<file path="config.mk">
export PLATFORM = sky130hd
export DESIGN_NAME = fbio_process_image
export DESIGN_NICKNAME = d
export VERILOG_FILES = /design/src/hw/fbio_pkg.sv /design/src/hw/fbio_out_guard.sv /design/src/hw/fbio_process_image.sv
export VERILOG_INCLUDE_DIRS = /design/src /design/src/hw
export SDC_FILE = /design/constraint.sdc
export NUM_CORES = 1
export LEC_CHECK = 0
export BUFFER_PORTS_ARGS = -buffer_cell sky130_fd_sc_hd__buf_2
export CAP_MARGIN = 15
export CORE_ASPECT_RATIO = 0.6
export CORE_MARGIN = 4
export CORE_UTILIZATION = 53
export DETAILED_ROUTE_END_ITERATION = 8
export PLACE_DENSITY = 0.75
export SLEW_MARGIN = 20
export SYNTH_ARGS = -nofsm -noshare
export SYNTH_HDL_FRONTEND = slang
export SYNTH_HIERARCHICAL = 1
export SYNTH_SLANG_ARGS = --single-unit
</file>
<file path="constraint.sdc">
create_clock -name clk_in -period 5.7 [get_ports clk_in]
set_input_delay 0.855 -clock clk_in [delete_from_list [all_inputs] [get_ports clk_in]]
set_output_delay 0.855 -clock clk_in [all_outputs]
set_load 0.01 [all_outputs]
</file>
<file path="src/hw/fbio_consts.svh">
// Constants for the fieldbus process-image block.
`ifndef FBIO_CONSTS_SVH
`define FBIO_CONSTS_SVH
`define FBIO_CLK_MHZ        125
`define FBIO_COOL_US        1000
`define FBIO_COOL_CYC       (`FBIO_COOL_US * `FBIO_CLK_MHZ)
`define FBIO_BLINK_MS       50
`define FBIO_BLINK_CYC      (`FBIO_BLINK_MS * 1000 * `FBIO_CLK_MHZ)
`define FBIO_ACT_HOLD_MS    200
`define FBIO_ACT_HOLD_CYC   (`FBIO_ACT_HOLD_MS * 1000 * `FBIO_CLK_MHZ)
`define FBIO_TEMP_OFFSET    (-50)
`define FBIO_OUT_RESET      8'h00
`endif

</file>
<file path="src/hw/fbio_pkg.sv">
// Types shared by the fieldbus process-image block.
package fbio_pkg;
    typedef logic [7:0] fbio_byte_t;
    typedef enum logic [1:0] {FBIO_NORMAL, FBIO_TRIPPED, FBIO_COOLING} fbio_prot_e;
endpackage

</file>
<file path="src/hw/fbio_out_guard.sv">
// One output channel's overload protection state machine.
`timescale 1ns/100ps
`include "fbio_consts.svh"
module fbio_out_guard
    import fbio_pkg::*;
#(
    parameter int COOL_CYC = `FBIO_COOL_CYC
) (
    input  wire logic clk_in,
    input  wire logic rst_n_in,
    input  wire logic overload_in,
    output logic      enable_out
);
    fbio_prot_e state;
    logic [31:0] cool_cnt;
    wire        cool_done = (cool_cnt == 32'h0000_0000);
    always_ff @(posedge clk_in or negedge rst_n_in) begin
        if (!rst_n_in) begin
            state    <= FBIO_NORMAL;
            cool_cnt <= 32'h0000_0000;
        end else begin
            unique case (state)
                FBIO_NORMAL: begin
                    if (overload_in) begin
                        state <= FBIO_TRIPPED;
                    end
                end
                FBIO_TRIPPED: begin
                    state    <= FBIO_COOLING;
                    cool_cnt <= 32'(COOL_CYC - 1);
                end
                FBIO_COOLING: begin
                    if (cool_done) begin
                        state <= FBIO_NORMAL;
                    end else begin
                        cool_cnt <= cool_cnt - 32'h0000_0001;
                    end
                end
                default: state <= FBIO_NORMAL;
            endcase
        end
    end
    assign enable_out = (state == FBIO_NORMAL);
endmodule

</file>
<file path="src/hw/fbio_process_image.sv">
// Process-image logic mapping telegram bytes to digital I/O and indicators.
`timescale 1ns/100ps
`include "fbio_consts.svh"
module fbio_process_image
    import fbio_pkg::*;
#(
    parameter int COOL_CYC     = `FBIO_COOL_CYC,
    parameter int BLINK_CYC    = `FBIO_BLINK_CYC,
    parameter int ACT_HOLD_CYC = `FBIO_ACT_HOLD_CYC
) (
    input  wire logic        clk_in,
    input  wire logic        rst_n_in,
    input  wire logic        rx_valid_in,
    input  wire fbio_byte_t  rx_out_byte_in,
    input  wire logic        wdog_expired_in,
    input  wire logic [15:0] din_in,
    input  wire fbio_byte_t  temp_code_in,
    input  wire logic        out_supply_ok_in,
    input  wire logic [7:0]  overload_in,
    output fbio_byte_t       tx_byte0_out,
    output fbio_byte_t       tx_byte1_out,
    output fbio_byte_t       tx_byte2_out,
    output logic             tx_valid_out,
    output logic [7:0]       dout_out,
    output logic [15:0]      din_led_out,
    output logic [7:0]       dout_led_out,
    output logic             act_led_out
);
    // Address assignment and acyclic transfers live in the link layer; this block
    // only sees cyclic process data through a fixed byte mapping.
    logic [15:0] din_meta;
    logic [15:0] din_sync;
    logic [7:0]  ovl_meta;
    logic [7:0]  ovl_sync;
    logic        sup_meta;
    logic        sup_sync;
    logic        wd_meta;
    logic        wd_sync;
    fbio_byte_t  temp_meta;
    fbio_byte_t  temp_sync;
    fbio_byte_t  cmd;
    logic [7:0]  guard_en;
    logic [31:0] blink_cnt;
    logic [31:0] act_cnt;
    logic        blink_ph;
    logic        seen_rx;

    // Pins pass two flip-flops; an open input arrives low and reads as zero.
    always_ff @(posedge clk_in or negedge rst_n_in) begin
        if (!rst_n_in) begin
            din_meta  <= 16'h0000;
            din_sync  <= 16'h0000;
            ovl_meta  <= 8'h00;
            ovl_sync  <= 8'h00;
            sup_meta  <= 1'b0;
            sup_sync  <= 1'b0;
            wd_meta   <= 1'b0;
            wd_sync   <= 1'b0;
            temp_meta <= 8'h00;
            temp_sync <= 8'h00;
        end else begin
            din_meta  <= din_in;
            din_sync  <= din_meta;
            ovl_meta  <= overload_in;
            ovl_sync  <= ovl_meta;
            sup_meta  <= out_supply_ok_in;
            sup_sync  <= sup_meta;
            wd_meta   <= wdog_expired_in;
            wd_sync   <= wd_meta;
            temp_meta <= temp_code_in;
            temp_sync <= temp_meta;
        end
    end

    // The temperature byte is already coded as degrees plus 50, one count per degree.
    wire fbio_byte_t next_byte0 = din_sync[7:0];
    wire fbio_byte_t next_byte1 = din_sync[15:8];
    wire fbio_byte_t next_byte2 = temp_sync;
    wire fbio_byte_t next_cmd   = wd_sync ? `FBIO_OUT_RESET :
                                  (rx_valid_in ? rx_out_byte_in : cmd);
    wire [7:0]       next_dout  = cmd & guard_en;

    // Inputs are latched at each received telegram and sent in the next transmit.
    always_ff @(posedge clk_in or negedge rst_n_in) begin
        if (!rst_n_in) begin
            tx_byte0_out <= 8'h00;
            tx_byte1_out <= 8'h00;
            tx_byte2_out <= 8'h00;
            tx_valid_out <= 1'b0;
        end else begin
            tx_valid_out <= rx_valid_in;
            if (rx_valid_in) begin
                tx_byte0_out <= next_byte0;
                tx_byte1_out <= next_byte1;
                tx_byte2_out <= next_byte2;
            end
        end
    end

    always_ff @(posedge clk_in or negedge rst_n_in) begin
        if (!rst_n_in) begin
            cmd      <= `FBIO_OUT_RESET;
            dout_out <= `FBIO_OUT_RESET;
        end else begin
            cmd      <= next_cmd;
            dout_out <= next_dout;
        end
    end

    genvar g;
    for (g = 0; g < 8; g++) begin : guards
        fbio_out_guard #(.COOL_CYC(COOL_CYC)) u_guard (
            .clk_in      (clk_in),
            .rst_n_in    (rst_n_in),
            .overload_in (ovl_sync[g]),
            .enable_out  (guard_en[g])
        );
    end

    wire blink_tick = (blink_cnt == 32'h0000_0000);
    wire act_live   = (act_cnt != 32'h0000_0000);

    always_ff @(posedge clk_in or negedge rst_n_in) begin
        if (!rst_n_in) begin
            blink_cnt   <= 32'h0000_0000;
            act_cnt     <= 32'h0000_0000;
            blink_ph    <= 1'b0;
            act_led_out <= 1'b0;
        end else begin
            blink_cnt <= blink_tick ? 32'(BLINK_CYC - 1) : blink_cnt - 32'h0000_0001;
            if (rx_valid_in) begin
                act_cnt <= 32'(ACT_HOLD_CYC);
            end else if (act_live) begin
                act_cnt <= act_cnt - 32'h0000_0001;
            end
            if (blink_tick) begin
                blink_ph <= ~blink_ph;
            end
            act_led_out <= act_live & blink_ph;
        end
    end

    always_ff @(posedge clk_in or negedge rst_n_in) begin
        if (!rst_n_in) begin
            din_led_out  <= 16'h0000;
            dout_led_out <= 8'h00;
        end else begin
            din_led_out  <= din_sync;
            dout_led_out <= cmd & {8{sup_sync}};
        end
    end

    wire [7:0] trip_now = ovl_sync & guard_en;

    // Set by the first telegram after reset; until then the outputs must stay off.
    always_ff @(posedge clk_in or negedge rst_n_in) begin
        if (!rst_n_in) begin
            seen_rx <= 1'b0;
        end else if (rx_valid_in) begin
            seen_rx <= 1'b1;
        end
    end
endmodule

</file>
[Word-level counts from Yosys, hierarchy flattened]
Cells that the tools add are included.
Word-level totals
  bits in writable memories: 0
  logic and storage cells: 181
  flip-flop bits (word level): 471
  bits in read-only memories: 0
  memories kept: 0
  latch bits: 0
Operators by class
  add/sub/neg operators: 10
  multipliers: 0
  mux-type cells: 45
  shifts and indexed selects: 0
  equality and inequality tests: 40
  reduce and logical (&&, ||, !) cells: 44
  divide/modulo/power cells: 0
  magnitude comparators: 0
  bitwise gates (word level): 4
Operator list (count)
  32-bit case mux with 2 select lines: 8
  32-bit 2-to-1 mux: 11
  32-bit by 1-bit subtractor with 32-bit output (second input constant): 10
  32-bit zero test: 9
  2-bit case mux with 3 select lines: 8
  2-bit 2-to-1 mux: 16
  2-bit inequality test (second input constant): 16
  2-bit AND reduction: 16
  32-bit nonzero test: 1
  2-bit nonzero test: 10
  8-bit AND: 2
  2-bit by 1-bit equality test with 1-bit output (second input constant): 8
  2-bit equality test (second input constant): 8
  2-bit zero test: 8
  8-bit 2-to-1 mux: 2
  2-bit by 1-bit inequality test with 1-bit output (second input constant): 8
  1-bit AND: 1
  1-bit NOT: 1

[Logic depth before layout (Yosys ltp)]
  depth in word-level cells: 3
  mapped depth: 10

[Cells and area by module]
The synthesis kept the hierarchy.
By module, submodules not included
  fbio_out_guard at guards[0].u_guard ...: area an instance 1904.3 um^2, cells an instance 194, instances 6, seq. area each 850.8 um^2
  fbio_process_image: area an instance 7323.3 um^2, cells an instance 567, instances 1, seq. area each 4979.8 um^2
  fbio_out_guard at guards[6].u_guard ...: area an instance 1900.6 um^2, cells an instance 186, instances 2, seq. area each 850.8 um^2

[Worst setup path before layout]
Ideal clock, no wire load.
  path type: register to register
  from: reg guards[6].u_guard.cool_cnt[0]
  to: reg guards[6].u_guard.cool_cnt[13]
  cell stages (with the launch flop): 8
  arrival time: 2.512 ns
  buffers on the path: 0
  required time: 5.561 ns
  setup time: 0.139 ns
  path slack: 3.049 ns
  path through: dfrtp_1 -> inv_1 -> ha_1 -> or4b_2 -> or4_4 -> or3_4 -> a311oi_1 -> a311oi_1
Between the ends
  longest elaborated chain between the ends: 3
  elaborated cells on any way between the ends: 6
  classes of those cells: add/sub (1); eq/ne (1); mux (2); reduce/logical (2)
RTL lines
  start: declaration: line fbio_out_guard.sv:15  | logic [31:0] cool_cnt;
  start signal: assignment: line fbio_out_guard.sv:30  | cool_cnt <= 32'(COOL_CYC - 1);
  start signal: assignment: line fbio_out_guard.sv:36  | cool_cnt <= cool_cnt - 32'h0000_0001;
  32-bit by 1-bit subtractor with 32-bit output / 32-bit zero test (equally long branches): line fbio_out_guard.sv:36, fbio_out_guard.sv:16
  32-bit 2-to-1 mux / 2-bit inequality test (equally long branches)
  32-bit case mux with 2 select lines / 2-bit AND reduction (equally long branches)
Several ways; a longest one is shown, not always the timed one. The select of a mux whose other input is x is not followed.
A chain may end at the register's enable or synchronous reset.

[Final worst setup path]
  from: reg guards[6].u_guard.cool_cnt[0]
  to: reg guards[6].u_guard.cool_cnt[0]
The elaborated chain is that of the path after synthesis.

==> results.sh <==
export IMPL_outcome="finished clean"
export IMPL_wl_met2_mm=21.6
export IMPL_tritoncts="done"
export IMPL_fin_crit_sh=0.566
export IMPL_power_mw=8.56
export IMPL_die_area_um2=46000
export IMPL_antenna_left=0
export IMPL_coreArea_um2=41900
export IMPL_setup_tns_ns=0
export IMPL_antenna_cells=0
export IMPL_final_nets=2220
export IMPL_finalWirelength_mm=49.7
export IMPL_area_delta_synth_final_pct=9.85
export IMPL_async_reset_ff_frac=1.00
export IMPL_crit_start="guards[6].u_guard/cool_cnt[0]"
export IMPL_route_detailed_drc=0
export IMPL_cts_resized=0
export IMPL_wl_met1_mm=23.8
export IMPL_nFillCells=3491
export IMPL_clockRootBuffer="clkbuf_16"
export IMPL_ys_types=71
export IMPL_r2r_cells=7
export IMPL_maxSlewHeadroom=0.333
export IMPL_numCtsBuffers=44
export IMPL_grt_max_degree=170
export IMPL_crit_fanout=22
export IMPL_start_util=0.538
export IMPL_chipWidth_um=274
export IMPL_p_per_area_nw_per_um2=345
export IMPL_cp_required_ns=6.14
export IMPL_fin_crit_ns=3.23
export IMPL_r2r_start="guards[6].u_guard/cool_cnt[0]"
export IMPL_syn_num_nets=2159
export IMPL_htree_levels=2
export IMPL_post_dp_hpwl_mm=33.3
export IMPL_max_stage_delay_ns=0.72
export IMPL_antenna_found_initial=1
export IMPL_synthTopCellsByArea="dfrtp_1 52%, mux2i_1 4.1%, nand2_1 2.7%"
export IMPL_final_util=0.591
export IMPL_synth_edff_count=0
export IMPL_cp_end_kind="flop"
export IMPL_slew_violations=0
export IMPL_syn_area_um2=22600
export IMPL_synth_top_area_frac=0.523
export IMPL_cp_cell_sequence="inv_1 -> ha_1 -> or4b_2 -> or4_4 -> o31ai_4 -> nand2_2 -> mux2_4"
export IMPL_worstSetupPathType="flop to flop"
export IMPL_port_buffers=102
export IMPL_synth_top_flop_cell="dfrtp_1"
export IMPL_insertion_delay_ns=0.56
export IMPL_postCtsHoldBufs=0
export IMPL_final_cell_mix="471 x dfrtp_1, 165 x nand2_1, 151 x nor2_1"
export IMPL_rsz0062_at_grt="no"
export IMPL_worst_slew_pin_slew_ns=1.00
export IMPL_cts_setup_buffers=0
export IMPL_cts_sinks=471
export IMPL_globalplace_congestion=0.869
export IMPL_cts_buffer_depth=3
export IMPL_ys_seq_area_frac=0.523
export IMPL_grt_ovfl_total=0
export IMPL_viasPerCell=6.22
export IMPL_rows=58
export IMPL_hold_viol=0
export IMPL_clock_skew_ns=0.0205
export IMPL_layout_commonest_cell="dfrtp_1"
export IMPL_highest_layer="met5"
export IMPL_postSynthCellCount=2103
export IMPL_yosysWarnings=6
export IMPL_arrival_ns=3.67
export IMPL_gr_usage_all_layers=0.216
export IMPL_start_kind="flop"
export IMPL_first_pass_iters=5
export IMPL_crit_end="guards[6].u_guard/cool_cnt[0]"
export IMPL_final_setup_viol_count=0
export IMPL_ir_worst_vdd_v=0.000242
export IMPL_max_cap_viol_count=0
export IMPL_syn_avg_cell_area_um2=10.7
export IMPL_grt_pass1_vias=16300
export IMPL_num_vias=17200
export IMPL_yosysTopAreaCell="dfrtp_1"
export IMPL_clk_pin_slew_ns=0.07
export IMPL_drive_gt1_frac=0.153
export IMPL_p_leak_nw=10.2
export IMPL_r2r_end="guards[6].u_guard/cool_cnt[0]"
export IMPL_grt_pass1_wl_mm=83.4
export IMPL_drtIter0Drc=1559
export IMPL_wl_met3_mm=3.28
export IMPL_clock_fmax_mhz=310
export IMPL_synth_seq_cells=471
export IMPL_r2r_slack_ns=2.47
export IMPL_cp_slowest_cell="o31ai_4"
export IMPL_io_pins=103
export IMPL_die_h_um=168
export IMPL_routed_wire_length_per_instance_um=18.0
export IMPL_hp_class="primary input to asynchronous set/reset pin"
-- metrics by stage --
stage | setup slack (ns) | cell area [µm²] | instances | hold WS [ns]
after floorplan | 3.05 | 22600 | 2103 | 0.331
after global placement | 2.59 | 23300 | 2688 | 0.331
after detailed placement | 2.53 | 23300 | 2688 | 0.335
after CTS | 2.49 | 24800 | 2766 | 0.258
after global routing | 2.35 | 24800 | 2766 | 0.288
final | 2.47 | 24800 | 2766 | 0.253
-- flip-flops by register name, summed over array words and instances (netlist names), 8 cells and up --
register and count:
blink_cnt 32, dout_out 8, ovl_meta 8, tx_byte2_out 8
guards.u_guard/state 16, temp_meta 8, cmd 8, act_cnt 32
tx_byte1_out 8, dout_led_out 8, ovl_sync 8, din_sync 16
guards.u_guard/cool_cnt 256, din_led_out 16, tx_byte0_out 8, din_meta 16
next_byte2 8
-- power by group --
| group | switching [mW] | internal [mW] |
|---|---|---|
| registers | 0.430 | 3.63 |
| clock network | 1.28 | 1.69 |
| logic | 0.985 | 0.541 |
| total | 2.69 | 5.86 |
-- cell type report --
class                      instances  area, µm²  share of cell area
clock inverter                    18        183             0.00737
timing repair buffer             108        591              0.0238
inverter                          43        161             0.00652
clock buffer                      60       1260              0.0510
sequential                       471      11800               0.476
multi-input combinational       1496      10100               0.407
tap                              570        713              0.0288
-- critical path: cells and delay by family (launching register included) --
family | cells | cell delay (ns)
AO/OA/AOI/OAI | 1 | 0.72
multiplexers | 1 | 0.28
buffers and inverters | 1 | 0.11
adder cells (fa/ha/maj) | 1 | 0.20
flip-flops | 1 | 0.39
AND/OR/NAND/NOR | 3 | 1.41
-- per-layer routing --
metal  up-vias  GRT usage
li1       8088          -
met1      8543      0.332
met2       503      0.316
met3        73     0.0415
met4         2     0.0552
met5         -          0
-- logic make-up after synthesis --
family	share of synthesized area
AND/OR/NAND/NOR	0.236
flip-flops	0.523
AO/OA/AOI/OAI	0.135
buffers and inverters	0.0305
multiplexers	0.0561
XOR/XNOR	0.0140
adder cells (fa/ha/maj)	0.00610
-- how the worst min path moves through the flow --
stage,from,to,slack [ns],cells after the start
after floorplan,din_meta[0],din_sync[0],0.33,0
after global placement,din_meta[6],din_sync[6],0.33,0
after detailed placement,din_meta[15],din_sync[15],0.33,0
after CTS,rst_n_in,guards[1].u_guard/state[0],0.26,1
after global routing,rst_n_in,guards[1].u_guard/cool_cnt[8],0.29,1
final,rst_n_in,guards[1].u_guard/cool_cnt[8],0.25,1
-- synth_stat cells, types with 11 or more instances --
master	count
a21oi_1	59
a31oi_1	14
and2_1	40
buf_2	22
buf_6	20
clkbuf_1	50
dfrtp_1	471
ha_1	11
inv_1	36
mux2_2	26
mux2i_1	93
nand2_1	165
nand2_2	12
nand3_1	83
nand3b_1	13
nand4_1	25
nand4b_1	14
nor2_1	151
nor2b_1	12
nor3_1	92
nor4_1	52
o2111ai_1	15
o211ai_1	38
o21a_1	24
o21ai_0	63
o311ai_0	16
o31ai_1	40
o41ai_1	26
or2_2	26
or3_1	77
or4_1	73
or4_4	26
xnor2_1	16
xor2_1	20
Power figures use the tool's default switching activity.
